--- src/hdl/ppt_pkg.sv ---
// constants and carrier types for the bidirectional printer port
// assumes a byte-wide i/o register port with a 16-bit address
package ppt_pkg;

	// ---------------------------------------------------------------
	// register block placement
	// ---------------------------------------------------------------
	localparam logic [15:0] BASE_PRIMARY   = 16'h0378;
	localparam logic [15:0] BASE_SECONDARY = 16'h0278;
	localparam int          BLOCK_BITS     = 3;

	localparam logic [2:0] OFS_DATA     = 3'h0;
	localparam logic [2:0] OFS_STATUS   = 3'h1;
	localparam logic [2:0] OFS_CONTROL  = 3'h2;
	localparam logic [2:0] OFS_IRQ_STAT = 3'h3;
	localparam logic [2:0] OFS_IRQ_MASK = 3'h4;

	// ---------------------------------------------------------------
	// field positions
	// ---------------------------------------------------------------
	localparam int CTL_STROBE_BIT     = 0;
	localparam int CTL_LINE_FEED_BIT  = 1;
	localparam int CTL_PRN_RESET_BIT  = 2;
	localparam int CTL_SELECT_BIT     = 3;
	localparam int CTL_IRQ_EN_BIT     = 4;
	localparam int STAT_FAULT_BIT     = 3;
	localparam int STAT_ONLINE_BIT    = 4;
	localparam int STAT_MEDIA_BIT     = 5;
	localparam int STAT_ACK_BIT       = 6;
	localparam int STAT_BUSY_BIT      = 7;
	localparam int IRQ_ACK_EDGE_BIT   = 0;

	// control bits whose pin is the inverse of the written bit
	localparam logic [3:0] CTL_INV_MASK = 4'hB;
	// constant upper control bits and lower status bits
	localparam logic [2:0] CTL_FILL     = 3'h7;
	localparam logic [2:0] STAT_FILL    = 3'h7;

	// ---------------------------------------------------------------
	// values after reset and bus answers
	// ---------------------------------------------------------------
	localparam logic [7:0] DATA_RST       = 8'h00;
	localparam logic [3:0] CTL_LINES_RST  = 4'h0;
	localparam logic       CTL_IRQ_EN_RST = 1'b0;
	localparam logic [7:0] IRQ_STAT_RST   = 8'h00;
	localparam logic [7:0] IRQ_MASK_RST   = 8'h00;
	localparam logic [7:0] RDATA_IDLE     = 8'h00;
	localparam logic [7:0] RDATA_UNMAPPED = 8'hFF;

	// ---------------------------------------------------------------
	// carriers
	// ---------------------------------------------------------------
	typedef struct packed {
		logic busy_n;
		logic ack;
		logic media_out;
		logic online;
		logic fault_n;
	} ppt_status_pins_t;

	typedef struct packed {
		logic select_req_n;
		logic printer_reset_n;
		logic line_feed_after_n;
		logic strobe_n;
	} ppt_ctl_pins_t;

	typedef struct packed {
		logic port_enable;
		logic use_secondary;
	} ppt_strap_t;

endpackage

--- src/hdl/ppt_sync.sv ---
// two flip-flop synchroniser for a group of slow external levels
// assumes the inputs may change at any time relative to mclk
`timescale 1ns/10ps

module ppt_sync #(
	parameter int WIDTH = 1
) (
	input  wire logic             mclk,  // system clock
	input  wire logic [WIDTH-1:0] d,     // asynchronous levels
	output logic      [WIDTH-1:0] q      // levels on mclk
);

	logic [WIDTH-1:0] meta_reg;
	logic [WIDTH-1:0] meta_next;
	logic [WIDTH-1:0] q_reg;
	logic [WIDTH-1:0] q_next;

	// ---------------------------------------------------------------
	// stages
	// ---------------------------------------------------------------
	// first stage is read only by the second
	always_comb begin
		meta_next = d;
		q_next    = meta_reg;
	end

	// no reset: the stages settle within two edges
	always_ff @(posedge mclk) begin
		meta_reg <= meta_next;
		q_reg    <= q_next;
	end

	assign q = q_reg;

endmodule

--- src/hdl/ppt_port.sv ---
// bidirectional printer port: data, status and control registers,
// open-drain control lines, reversible data lines, ack interrupt
// assumes a single-cycle i/o strobe port on mclk and slow pins
`timescale 1ns/10ps

module ppt_port (
	input  wire logic                      mclk,        // 100 MHz clock
	input  wire logic                      reset,       // sync, high
	// strap pins
	input  wire ppt_pkg::ppt_strap_t       strap,       // enable, base
	// register port
	input  wire logic [15:0]               io_addr,     // i/o address
	input  wire logic [7:0]                io_wdata,    // write data
	input  wire logic                      io_wr,       // write strobe
	input  wire logic                      io_rd,       // read strobe
	output logic      [7:0]                io_rdata,    // read data
	output logic                           io_claim,    // rdata valid
	// interrupt
	output logic                           irq7,        // level irq
	// data lines
	input  wire logic                      data_direction_in, // 1: in
	input  wire logic [7:0]                data_in,     // pin levels
	output logic      [7:0]                data_out,    // drive value
	output logic                           data_oe,     // drive enable
	// open-drain control lines
	input  wire ppt_pkg::ppt_ctl_pins_t    ctl_in,      // pin levels
	output ppt_pkg::ppt_ctl_pins_t         ctl_out,     // pull value
	output ppt_pkg::ppt_ctl_pins_t         ctl_oe,      // pull enable
	// status lines
	input  wire ppt_pkg::ppt_status_pins_t status_in    // pin levels
);

	// ---------------------------------------------------------------
	// pin synchronisers
	// ---------------------------------------------------------------
	localparam int SYNC_W = 8 + 4 + 5 + 1 + 2;

	logic [SYNC_W-1:0]          sync_d;
	logic [SYNC_W-1:0]          sync_q;
	logic [7:0]                 data_pins;
	ppt_pkg::ppt_ctl_pins_t     ctl_pins;
	ppt_pkg::ppt_status_pins_t  stat_pins;
	logic                       dir_in;
	ppt_pkg::ppt_strap_t        strap_pins;

	// every outside level passes two flops before use
	assign sync_d = {data_in, ctl_in, status_in, data_direction_in,
		strap};

	ppt_sync #(
		.WIDTH (SYNC_W)
	) u_sync (
		.mclk  (mclk),
		.d     (sync_d),
		.q     (sync_q)
	);

	assign data_pins  = sync_q[19:12];
	assign ctl_pins   = sync_q[11:8];
	assign stat_pins  = sync_q[7:3];
	assign dir_in     = sync_q[2];
	assign strap_pins = sync_q[1:0];

	// ---------------------------------------------------------------
	// strap capture
	// ---------------------------------------------------------------
	logic        strap_taken_reg;
	logic        strap_taken_next;
	logic        port_en_reg;
	logic        port_en_next;
	logic        secondary_reg;
	logic        secondary_next;
	logic [15:0] base;

	// straps are caught once, on the first edge after reset release
	always_comb begin
		strap_taken_next = strap_taken_reg;
		port_en_next     = port_en_reg;
		secondary_next   = secondary_reg;
		if (reset) begin
			strap_taken_next = 1'b0;
			port_en_next     = 1'b0;
			secondary_next   = 1'b0;
		end else if (!strap_taken_reg) begin
			strap_taken_next = 1'b1;
			port_en_next     = strap_pins.port_enable;
			secondary_next   = strap_pins.use_secondary;
		end
	end

	always_ff @(posedge mclk) begin
		strap_taken_reg <= strap_taken_next;
		port_en_reg     <= port_en_next;
		secondary_reg   <= secondary_next;
	end

	// base follows the strap, nothing else can move it
	assign base = secondary_reg ? ppt_pkg::BASE_SECONDARY
		: ppt_pkg::BASE_PRIMARY;

	// ---------------------------------------------------------------
	// address decode
	// ---------------------------------------------------------------
	logic       hit;
	logic [2:0] ofs;
	logic       wr_hit;
	logic       rd_hit;

	// a disabled port never matches, leaving the range to others
	assign hit = port_en_reg && (io_addr[15:ppt_pkg::BLOCK_BITS]
		== base[15:ppt_pkg::BLOCK_BITS]);
	assign ofs    = io_addr[ppt_pkg::BLOCK_BITS-1:0];
	assign wr_hit = hit && io_wr;
	assign rd_hit = hit && io_rd;

	// ---------------------------------------------------------------
	// data and control registers
	// ---------------------------------------------------------------
	logic [7:0] data_reg;
	logic [7:0] data_next;
	logic [3:0] ctl_lines_reg;
	logic [3:0] ctl_lines_next;
	logic       irq_en_reg;
	logic       irq_en_next;

	// status offset is not in the write case, so its writes drop
	always_comb begin
		data_next      = data_reg;
		ctl_lines_next = ctl_lines_reg;
		irq_en_next    = irq_en_reg;
		if (reset) begin
			data_next      = ppt_pkg::DATA_RST;
			ctl_lines_next = ppt_pkg::CTL_LINES_RST;
			irq_en_next    = ppt_pkg::CTL_IRQ_EN_RST;
		end else if (wr_hit) begin
			case (ofs)
				ppt_pkg::OFS_DATA: begin
					data_next = io_wdata;
				end
				ppt_pkg::OFS_CONTROL: begin
					ctl_lines_next = io_wdata[3:0];
					irq_en_next    =
						io_wdata[ppt_pkg::CTL_IRQ_EN_BIT];
				end
				default: begin
					data_next = data_reg;
				end
			endcase
		end
	end

	always_ff @(posedge mclk) begin
		data_reg      <= data_next;
		ctl_lines_reg <= ctl_lines_next;
		irq_en_reg    <= irq_en_next;
	end

	// ---------------------------------------------------------------
	// data line drivers
	// ---------------------------------------------------------------
	logic [7:0] data_out_reg;
	logic [7:0] data_out_next;
	logic       data_oe_reg;
	logic       data_oe_next;

	// direction low drives the register, high lets the pins float
	always_comb begin
		data_out_next = data_reg;
		data_oe_next  = ~dir_in;
		if (reset) begin
			data_out_next = ppt_pkg::DATA_RST;
			data_oe_next  = 1'b0;
		end
	end

	always_ff @(posedge mclk) begin
		data_out_reg <= data_out_next;
		data_oe_reg  <= data_oe_next;
	end

	assign data_out = data_out_reg;
	assign data_oe  = data_oe_reg;

	// ---------------------------------------------------------------
	// open-drain control lines
	// ---------------------------------------------------------------
	logic [3:0] ctl_level;
	logic [3:0] ctl_oe_reg;
	logic [3:0] ctl_oe_next;
	logic [3:0] ctl_out_reg;
	logic [3:0] ctl_read;

	genvar gi;
	generate
		for (gi = 0; gi < 4; gi++) begin : g_ctl
			// wanted pin level from bit and polarity
			assign ctl_level[gi] = ctl_lines_reg[gi]
				^ ppt_pkg::CTL_INV_MASK[gi];
			// read back the pin with the written polarity
			assign ctl_read[gi] = ctl_pins[gi]
				^ ppt_pkg::CTL_INV_MASK[gi];
		end
	endgenerate

	// pull low only where level 0 is wanted; else release high
	always_comb begin
		ctl_oe_next = ~ctl_level;
		if (reset) begin
			ctl_oe_next = ~(ppt_pkg::CTL_LINES_RST
				^ ppt_pkg::CTL_INV_MASK);
		end
	end

	// the driver only ever sinks, so its value stays low
	always_ff @(posedge mclk) begin
		ctl_oe_reg  <= ctl_oe_next;
		ctl_out_reg <= 4'h0;
	end

	assign ctl_oe  = ctl_oe_reg;
	assign ctl_out = ctl_out_reg;

	// ---------------------------------------------------------------
	// acknowledge edge and interrupt status
	// ---------------------------------------------------------------
	logic       ack_prev_reg;
	logic       ack_prev_next;
	logic       ack_rise;
	logic [7:0] irq_stat_reg;
	logic [7:0] irq_stat_next;
	logic [7:0] irq_mask_reg;
	logic [7:0] irq_mask_next;
	logic [7:0] irq_set;
	logic [7:0] irq_clr;
	logic       irq7_reg;
	logic       irq7_next;

	// edge is counted only while the enable bit is high
	assign ack_rise = stat_pins.ack && !ack_prev_reg
		&& irq_en_reg && port_en_reg;
	assign irq_set = {7'h00, ack_rise};
	assign irq_clr = (wr_hit && (ofs == ppt_pkg::OFS_IRQ_STAT))
		? io_wdata : 8'h00;

	// sticky bits: a new event beats a same-cycle clear
	always_comb begin
		ack_prev_next = stat_pins.ack;
		irq_stat_next = (irq_stat_reg & ~irq_clr) | irq_set;
		irq_mask_next = irq_mask_reg;
		if (wr_hit && (ofs == ppt_pkg::OFS_IRQ_MASK)) begin
			irq_mask_next = io_wdata;
		end
		// no interrupt from a disabled port or with bit 4 low
		irq7_next = port_en_reg && irq_en_reg
			&& |(irq_stat_reg & irq_mask_reg);
		if (reset) begin
			ack_prev_next = 1'b1;
			irq_stat_next = ppt_pkg::IRQ_STAT_RST;
			irq_mask_next = ppt_pkg::IRQ_MASK_RST;
			irq7_next     = 1'b0;
		end
	end

	always_ff @(posedge mclk) begin
		ack_prev_reg <= ack_prev_next;
		irq_stat_reg <= irq_stat_next;
		irq_mask_reg <= irq_mask_next;
		irq7_reg     <= irq7_next;
	end

	assign irq7 = irq7_reg;

	// ---------------------------------------------------------------
	// read path
	// ---------------------------------------------------------------
	logic [7:0] rdata_reg;
	logic [7:0] rdata_next;
	logic       claim_reg;
	logic       claim_next;
	logic [7:0] status_word;
	logic [7:0] control_word;
	logic [7:0] data_word;

	// status pins read straight, low three bits fixed at one
	assign status_word = {stat_pins.busy_n, stat_pins.ack,
		stat_pins.media_out, stat_pins.online, stat_pins.fault_n,
		ppt_pkg::STAT_FILL};
	assign control_word = {ppt_pkg::CTL_FILL, irq_en_reg,
		ctl_read};
	// input mode returns the pins, output mode the register
	assign data_word = dir_in ? data_pins : data_reg;

	// data stands for the one cycle after the read strobe
	always_comb begin
		rdata_next = ppt_pkg::RDATA_IDLE;
		claim_next = 1'b0;
		if (rd_hit && !reset) begin
			claim_next = 1'b1;
			case (ofs)
				ppt_pkg::OFS_DATA: begin
					rdata_next = data_word;
				end
				ppt_pkg::OFS_STATUS: begin
					rdata_next = status_word;
				end
				ppt_pkg::OFS_CONTROL: begin
					rdata_next = control_word;
				end
				ppt_pkg::OFS_IRQ_STAT: begin
					rdata_next = irq_stat_reg;
				end
				ppt_pkg::OFS_IRQ_MASK: begin
					rdata_next = irq_mask_reg;
				end
				default: begin
					rdata_next = ppt_pkg::RDATA_UNMAPPED;
				end
			endcase
		end
	end

	always_ff @(posedge mclk) begin
		rdata_reg <= rdata_next;
		claim_reg <= claim_next;
	end

	assign io_rdata = rdata_reg;
	assign io_claim = claim_reg;

endmodule

--- config.mk ---
export PLATFORM = sky130hd
export DESIGN_NAME = ppt_port
export DESIGN_NICKNAME = d
export VERILOG_FILES = /design/src/hdl/ppt_pkg.sv /design/src/hdl/ppt_sync.sv /design/src/hdl/ppt_port.sv
export SDC_FILE = /design/constraint.sdc
export NUM_CORES = 1
export LEC_CHECK = 0
export BUFFER_PORTS_ARGS = -buffer_cell sky130_fd_sc_hd__buf_2
export CELL_PAD_IN_SITES_DETAIL_PLACEMENT = 0
export CELL_PAD_IN_SITES_GLOBAL_PLACEMENT = 1
export CORE_MARGIN = 3
export CORE_UTILIZATION = 42
export CTS_BUF_LIST = sky130_fd_sc_hd__clkbuf_8
export DETAILED_ROUTE_END_ITERATION = 10
export PLACE_DENSITY = 0.89
export SYNTH_ARGS = -nofsm -noshare
export SYNTH_HDL_FRONTEND = slang
export SYNTH_SLANG_ARGS = --single-unit
--- constraint.sdc ---
create_clock -name mclk -period 1.6 [get_ports mclk]
set_input_delay 0.08 -clock mclk [delete_from_list [all_inputs] [get_ports mclk]]
set_output_delay 0.08 -clock mclk [all_outputs]
set_load 0.1 [all_outputs]
# Word level (Yosys, flattened, before mapping)
# Index checks and enable logic that the tools add are counted.
dict set report totals {
  ff_bits 96
  latchBits 0
  ramBits 0
  mem_bits_ro 0
  input_bits 48
  out_inout_bits 27
  word_cells 57
  mem_count 0
}
dict set report classes {
  add_sub_neg 0
  n_mul 0
  div_mod_pow 0
  order_cmp 0
  n_eq_ne 5
  shifts 0
  muxes 6
  n_bitwise 12
  n_reduce_logical 17
}
# cell count
set ops {}
lappend ops {{$pmux 8 s5} 1}
lappend ops {{$and 8x8->8} 2}
lappend ops {{$mux 8} 2}
lappend ops {{$eq 13x7->1} 1}
lappend ops {{$logic_and 1x1->1} 11}
lappend ops {{$mux 9} 1}
lappend ops {{$not 8->8} 1}
lappend ops {{$or 8x1->8} 1}
lappend ops {{$reduce_or 8->1} 1}
lappend ops {{$not 1->1} 7}
lappend ops {{$eq 3x2->1 const B} 2}
lappend ops {{$not 4->4} 1}
lappend ops {{$reduce_and 2->1} 2}
lappend ops {{$eq 3x1->1 const B} 1}
lappend ops {{$eq 3x3->1 const B} 1}
lappend ops {{$logic_not 3->1} 1}
lappend ops {{$logic_not 1->1} 2}
lappend ops {{$mux 1} 2}

# Longest topological paths before layout
# Gate-level depths: netlist of the first run.
dict set report depth {
  ltp_word 9
  mapped_depth 6
  depth_no_buf 5
}

# Hierarchy
# A second synthesis of the first run with hierarchy kept.
dict set report hier_totals {
  cells_unflattened 273
  hier_area_um2 3119.2
}
# mod n_inst cells_per_inst area_per_inst_um2 seq_area_each_um2
set modules_own_cells {}
lappend modules_own_cells {ppt_port 1 233 2318.5 1121.1}
lappend modules_own_cells {ppt_sync 1 40 800.8 800.8}

# Worst setup path before layout of the first run
# OpenSTA, ideal clock, no wires.
dict set report synth_path {
  path_kind {input port to flip-flop}
  start {in io_addr[12]}
  end {reg irq_stat_reg[0]}
  setup_time_ns 0.118
  arrival_ns 1.203
  required_time_ns 1.482
  path_slack_ns 0.279
  cell_stages 5
  path_buffers 1
  cell_sequence {or4_4 > nor2b_4 > and4_1 > buf_2 > o21ai_1}
}
dict set report synth_via {
  elab_chain_cells 8
}
# item line
set synth_lines {}
lappend synth_lines {{start: declaration} ppt_port.sv:12} ;# input wire logic [15:0] io_addr,
lappend synth_lines {{$eq 13x7->1} ppt_port.sv:111} ;# == base[15:ppt_pkg::BLOCK_BITS]);
lappend synth_lines {{$logic_and 1x1->1} ppt_port.sv:110} ;# assign hit = port_en_reg && (io_addr[15:ppt_pkg::BLOCK_BITS]
lappend synth_lines {{$logic_and 1x1->1} ppt_port.sv:113} ;# assign wr_hit = hit && io_wr;
lappend synth_lines {{$logic_and 1x1->1} ppt_port.sv:242} ;# assign irq_clr = (wr_hit && (ofs == ppt_pkg::OFS_IRQ_STAT))
lappend synth_lines {{$mux 8} ppt_port.sv:243} ;# ? io_wdata : 8'h00;
lappend synth_lines {{$not 8->8} ppt_port.sv:248} ;# irq_stat_next = (irq_stat_reg & ~irq_clr) | irq_set;
lappend synth_lines {{$and 8x8->8} ppt_port.sv:248}
lappend synth_lines {{$or 8x1->8} ppt_port.sv:248}
lappend synth_lines {{end signal: assignment} ppt_port.sv:266} ;# irq_stat_reg <= irq_stat_next;
lappend synth_lines {{end: declaration} ppt_port.sv:229} ;# logic [7:0] irq_stat_reg;
# Every way passes these cells.
# A chain may end at the register's enable or synchronous reset.

# Worst setup path after layout of the first run
dict set report layout_path {
  start {reg u_sync.q_reg[2] (netlist: u_sync.q[2])}
  end {reg rdata_reg[4] (netlist: io_rdata[4])}
}
dict set report layout_via {
  elab_chain_cells 2
}
# item line
set layout_lines {}
lappend layout_lines {{start: declaration} ppt_sync.sv:15} ;# logic [WIDTH-1:0] q_reg;
lappend layout_lines {{start signal: assignment} ppt_sync.sv:30} ;# q_reg <= q_next;
lappend layout_lines {{$mux 8} ppt_port.sv:291} ;# assign data_word = dir_in ? data_pins : data_reg;
lappend layout_lines {{$pmux 8 s5} ppt_port.sv:299} ;# case (ofs)
lappend layout_lines {{end signal: assignment} ppt_port.sv:323} ;# rdata_reg <= rdata_next;
lappend layout_lines {{end: declaration} ppt_port.sv:276} ;# logic [7:0] rdata_reg;
# Every way passes these cells.

==> impl_metrics.py, run 1 <==
metrics = {
    "outcome": {
        "outcome": "complete, no violations",
    },
    "logic_synthesis": {
        "synth_seq_cells": 96,
        "synth-async-reset-ratio_pct": 0,
        "synthMuxAreaShare_pct": 10.2,
        "synth_xor_area_share_pct": 0.285,
        "synth-compound-area-share_pct": 8.90,
        "ys.flop_type": "dfxtp_1",
        "netlist-cell-type-count": 43,
        "synth_top_family_by_area": "simple AND/OR/NAND/NOR gates",
        "synth_area_sq_um": 3080,
        "yosysSeqAreaShare_pct": 62.4,
        "yosysWarningCount": 0,
        "synth_cells": 279,
        "synth_edf_count": 0,
        "yosys.area_share.simple_pct": 13.9,
        "synth_adder_area_share_pct": 0,
        "syn_area_per_cell_sq_um": 11.0,
    },
    "sta": {
        "rsz0062_at_grt": "false",
        "max-slew-margin-rel_pct": 65.5,
        "fin_skew_ns": 0.00864,
        "finalSetupViolCount": 0,
        "min_period_over_period_pct": 93.7,
        "tightest_slew_ns": 0.505,
        "drv_slew": 0,
        "fin_crit_ns": 1.50,
        "fmax_ghz": 0.667,
        "tns_ns": 0,
        "hold_violations": 0,
    },
    "critical_path": {
        "start_kind": "flop",
        "endpoint_kind": "flop",
        "rrSetupSlack_ns": 0.10,
        "r2r_end": "io_rdata[4]",
        "cp.arrival_ns": 1.71,
        "critPathMaxFanout": 3,
        "critPathRequiredTime_ns": 1.81,
        "cpMaxStageDelayCell": "a2111oi_0",
        "crit_chain": "mux2i_1 > nor2_1 > a2111oi_0 > a2111oi_2",
        "cp_top_family": "compound AO/OA/AOI/OAI gates",
        "crit_type": "flop to flop",
        "critPathBufInv": 0,
        "rr_worst_depth": 4,
        "r2r-start": "u_sync.q[2]",
        "cp_slowest_stage_delay_ns": 0.49,
    },
    "placed_design": {
        "portBuffers": 70,
        "gp_congestion": 0.927,
        "dp_hpwl_um": 4620,
        "dp.cells": 440,
    },
    "final_layout": {
        "nets": 431,
        "regArea_sq_um": 1920,
        "multi_input_area_sq_um": 1040,
        "drive_above_1_share_pct": 27.3,
        "layout.cells.non_filler": 484,
        "syn2layout_area_growth_pct": 30.4,
        "n_antenna_cell": 0,
        "fillers": 586,
    },
    "min_path": {
        "hp-start": "io_wdata[0]",
        "hold_class": "input pin to flop",
        "min_path_cells": 4,
        "hold_end": "irq_stat_reg[0]",
    },
    "routing": {
        "routedWlPerCell_um": 13.5,
        "wl_met3_um": 463,
        "viasPerCell": 4.78,
        "vias": 2313,
        "dr.pass1.iters": 4,
        "wl_met1_um": 2850,
        "ant_nets": 0,
        "drc": 0,
        "drt_iter0_markers": 115,
        "highest_layer": "met4",
        "wl_um": 6520,
        "wl_met2_um": 3070,
    },
    "grt": {
        "gr-usage-all-layers_pct": 16.5,
        "grt_pass1_wl_um": 10600,
        "grt_pass1_vias": 2290,
        "grt_max_degree": 38,
        "grt-ovfl-total": 0,
        "antenna_found_initial": 0,
    },
    "cts": {
        "cts_setup_buffers": 0,
        "clock_sinks": 96,
        "clockBufferDepth": 2,
        "cts_tree": "built",
        "cts_max_level": 3,
        "path_clk_slew_ns": 0.09,
        "cts_buffers": 9,
        "cts-root-buf": "clkbuf_8",
        "clock_latency_ns": 0.35,
    },
    "die": {
        "start_util_pct": 44.3,
        "die_h_um": 91.6,
        "io_pins": 75,
        "rows": 30,
        "die_w_um": 91.6,
        "die_area_sq_um": 8390,
        "core_sq_um": 6940,
    },
    "power_and_ir_drop": {
        "power.density_nw_per_um2": 1070,
        "p_leak_nw": 2.00,
        "vdd_drop_max_uv": 649,
    },
    "run": {
        "cap_violations": 0,
    },
}
==> logic make-up after synthesis <==
family	after synthesis
AO/OA/AOI/OAI	40
multiplexers	31
flip-flops	96
other	1
AND/OR/NAND/NOR	81
XOR/XNOR	1
buffers and inverters	29
==> metal layers <==
metal  vias up  track usage (%)
li1       1156                -
met1      1048             19.6
met2        95             27.0
met3        14             5.55
met4         0             7.16
met5         -                0
==> synth_stat cells (all sizes together), types with 2 or more instances <==
master	instances	share of area, %
nor2b	4	1.1
nor2	14	1.7
nand2	45	5.5
o31a	2	0.57
o211ai	3	0.73
a21oi	16	2.6
nor3	2	0.69
clkbuf	7	0.85
a211oi	2	0.49
o21ai	2	0.32
a2111oi	2	0.61
buf	7	1.5
a221oi	2	0.57
o221a	3	1.1
dfxtp	96	62
o22ai	4	0.81
nand3	2	0.49
mux2	3	1.1
a22o	2	0.57
nand4b	2	0.57
nand4	3	1.5
inv	15	1.8
mux2i	28	9.1
==> cell usage in the layout, fill, tap and decap left out, drive strengths merged, types with 3 or more instances in the layout <==
| cell type | synthesis | layout |
|---|---|---|
| o211ai | 3 | 3 |
| mux2i | 28 | 28 |
| conb | 1 | 4 |
| inv | 15 | 17 |
| dfxtp | 96 | 96 |
| a21oi | 16 | 16 |
| nand2 | 45 | 45 |
| nor2b | 4 | 4 |
| nor2 | 14 | 14 |
| dlygate4sd3 | 0 | 28 |
| o22ai | 4 | 4 |
| clkinv | 0 | 3 |
| mux2 | 3 | 3 |
| clkbuf | 7 | 10 |
| buf | 7 | 76 |
| nand4 | 3 | 3 |
| o221a | 3 | 3 |
==> through the flow <==
stage	total power [W]	utilization (%)	area [sq um]	worst slack [ns]	hold WS, ns
detailed placement	0.00277	50.9	3530	-0.0923	0.184
global route	0.00448	57.8	4010	0.0237	0.0141
finish	0.00431	57.8	4010	0.100	0.0270
global placement	0.00277	50.9	3530	-0.0230	0.183
floorplan	0.00267	-	3090	0.279	0.108
CTS	0.00435	57.7	4010	0.0107	0.0100
==> timing repair <==
action,4_1_cts,5_1_grt
resized for setup,0,1
hold buffers,28,0
hold endpoints to repair,31,0
endpoints found under the setup margin,0,1
==> how the worst max path moves through the flow <==
stage / endpoint / start / cells after the start / slack (ns)
2_1_floorplan: irq_stat_reg[0] / io_addr[12] / 5 / 0.28
5_1_grt: io_rdata[4] / u_sync.q[2] / 4 / 0.02
3_3_place_gp: io_rdata[4] / io_addr[12] / 5 / -0.02
6_report: io_rdata[4] / u_sync.q[2] / 4 / 0.10
4_1_cts: io_rdata[4] / secondary_reg / 4 / 0.01
3_5_place_dp: io_rdata[4] / io_addr[12] / 5 / -0.09
==> cell type report <==
cell class	instances	share of cell area [%]
clock buffer	10	3.43
clock inverter	6	1.43
inverter	15	1.40
multi-input combinational	157	26.0
sequential	96	47.9
tap	96	2.99
timing repair buffer	104	16.8
==> where the power goes <==
group	switching, W	internal (W)	leakage, nW
clock network	0.000779	0.000757	0.108
registers	0.0000174	0.00245	0.790
logic	0.000169	0.000136	1.10
==> tightest hold or removal path: cells and delay by family <==
kind,cells,cell delay (ns)
AND/OR/NAND/NOR,2,0.11
buffers and inverters,1,0.09
AO/OA/AOI/OAI,1,0.06
Power figures use the tool's default switching activity.
==> inputs of run 2 (changes only) <==
==> constraint.sdc (replaced) <==
create_clock -name mclk -period 1.7 [get_ports mclk]
set_input_delay 0.085 -clock mclk [delete_from_list [all_inputs] [get_ports mclk]]
set_output_delay 0.085 -clock mclk [all_outputs]
set_load 0.1 [all_outputs]
==> run 2 against run 1 <==
Clock skew shrank 0.0013 ns. Power shrank 5.1%. Global-route usage grew 0.25 points. Combinational power shrank 6.9%. Non-clock buffer count shrank 2. Critical path type unchanged.
==> impl_metrics.py, run 2 (synthesis results as in run 1) <==
metrics = {
    "final_layout": {
        "n_antenna_cell": 0,
        "drive_above_1_share_pct": 26.9,
        "layout.cells.non_filler": 482,
        "mostFrequentLayoutCell": "dfxtp_1",
        "fillers": 597,
        "stdcell_area_sq_um": 4000,
        "multi_input_area_sq_um": 1040,
        "nets": 429,
        "regArea_sq_um": 1920,
        "layout_common_cells": "dfxtp_1, buf_2, nand2_1",
        "syn2layout_area_growth_pct": 30.1,
        "utilization_pct": 57.7,
    },
    "grt": {
        "gr-usage-all-layers_pct": 16.7,
        "grt_pass1_wl_um": 10800,
        "grt_max_degree": 38,
        "grt_pass1_vias": 2332,
        "antenna_found_initial": 0,
        "grt-ovfl-total": 0,
    },
    "cts": {
        "ctsHoldBuffers": 28,
        "cts_setup_buffers": 0,
        "cts_tree": "built",
        "cts_max_level": 3,
        "cts_buffers": 9,
        "clock_latency_ns": 0.35,
        "clock_sinks": 96,
        "cts_resized": 0,
        "path_clk_slew_ns": 0.09,
        "cts-root-buf": "clkbuf_8",
        "clockBufferDepth": 2,
    },
    "sta": {
        "drv_slew": 0,
        "fmax_ghz": 0.630,
        "min_period_over_period_pct": 93.4,
        "fin_crit_ns": 1.59,
        "finalSetupViolCount": 0,
        "rsz0062_at_grt": "false",
        "hold_violations": 0,
        "tns_ns": 0,
        "fin_skew_ns": 0.00731,
    },
    "routing": {
        "viasPerCell": 4.79,
        "wl_met1_um": 2770,
        "dr.pass1.iters": 4,
        "wl_met3_um": 518,
        "drt_iter0_markers": 111,
        "highest_layer": "met4",
        "routedWlPerCell_um": 13.5,
        "drc": 0,
        "wl_met2_um": 3160,
        "vias": 2310,
        "wl_um": 6520,
        "ant_nets": 0,
    },
    "die": {
        "die_h_um": 91.6,
        "io_pins": 75,
        "core_sq_um": 6940,
        "start_util_pct": 44.3,
        "rows": 30,
        "die_area_sq_um": 8390,
        "die_w_um": 91.6,
    },
    "critical_path": {
        "endpoint_kind": "flop",
        "cpMaxStageDelayCell": "a2111oi_1",
        "cp.arrival_ns": 1.80,
        "critPathRequiredTime_ns": 1.91,
        "critPathBufInv": 0,
        "critPathLaunch": "secondary_reg",
        "crit_type": "flop to flop",
        "cp_top_family": "simple AND/OR/NAND/NOR gates",
        "r2r-start": "secondary_reg",
        "crit_chain": "xor2_1 > and4b_1 > nand4_2 > a2111oi_1",
        "start_kind": "flop",
        "critPathMaxFanout": 6,
        "cp_slowest_stage_delay_ns": 0.42,
    },
    "placed_design": {
        "dp.cells": 438,
        "dp_hpwl_um": 4660,
        "portBuffers": 70,
        "post_dp_cell_area_sq_um": 3520,
        "gp_congestion": 0.859,
    },
    "outcome": {
        "outcome": "complete, no violations",
    },
    "power_and_ir_drop": {
        "power.density_nw_per_um2": 1020,
        "vdd_drop_max_uv": 587,
        "p_leak_nw": 1.98,
        "power_w": 0.00408,
    },
    "min_path": {
        "hp-start": "io_wdata[0]",
        "hold_class": "input pin to flop",
    },
    "run": {
        "cap_violations": 0,
    },
}
[run 2: changes by cell type in the layout (fill, tap and decap cells not counted)]
cell and delta:
inv_1 -1, a2111oi_1 +1, buf_4 -2, clkinv_2 -2
a2111oi_2 -1, clkinvlp_4 +2, clkinv_4 +1
[run 2: worst register-to-register path: stages (launching register included)]
cell and delay [ns]:
dfxtp_1 0.36, xor2_1 0.19, and4b_1 0.25, nand4_2 0.21, a2111oi_1 0.43
[run 2: area by class of cell]
class,count,share of cell area [%]
Clock inverter,6,1.69
Clock buffer,10,3.44
Sequential cell,96,48.0
Inverter,15,1.41
Timing Repair Buffer,102,16.5
Multi-Input combinational cell,157,26.0
Tap cell,96,3.00
[run 2: path summary, 6_finish.rpt]
path,end,slack (ns),cells after the start
max,io_rdata[4],0.11,4
min,irq_stat_reg[0],0.04,4
max reg2reg,io_rdata[4],0.11,4
min reg2reg,u_sync.q[0],0.32,0
[run 2: power by group]
group	leakage (nW)	internal [W]	switching (W)
clock	0.0989	0.000724	0.000755
sequential	0.790	0.00230	0.0000179
combinational	1.09	0.000126	0.000157
[run 2: metal layers]
metal | track usage [%] | up-vias
met3 | 5.55 | 7
met1 | 19.1 | 1062
met5 | 0 | -
met4 | 7.54 | 0
met2 | 28.2 | 93
li1 | - | 1148
[run 2: stage by stage]
| stage | setup slack (ns) | hold WS [ns] |
|---|---|---|
| after global routing | 0.0318 | 0.0768 |
| after detailed placement | 0.0865 | 0.189 |
| final | 0.112 | 0.0412 |
| after CTS | 0.174 | 0.0158 |
| after global placement | 0.0377 | 0.187 |
| after floorplan | 0.374 | 0.113 |
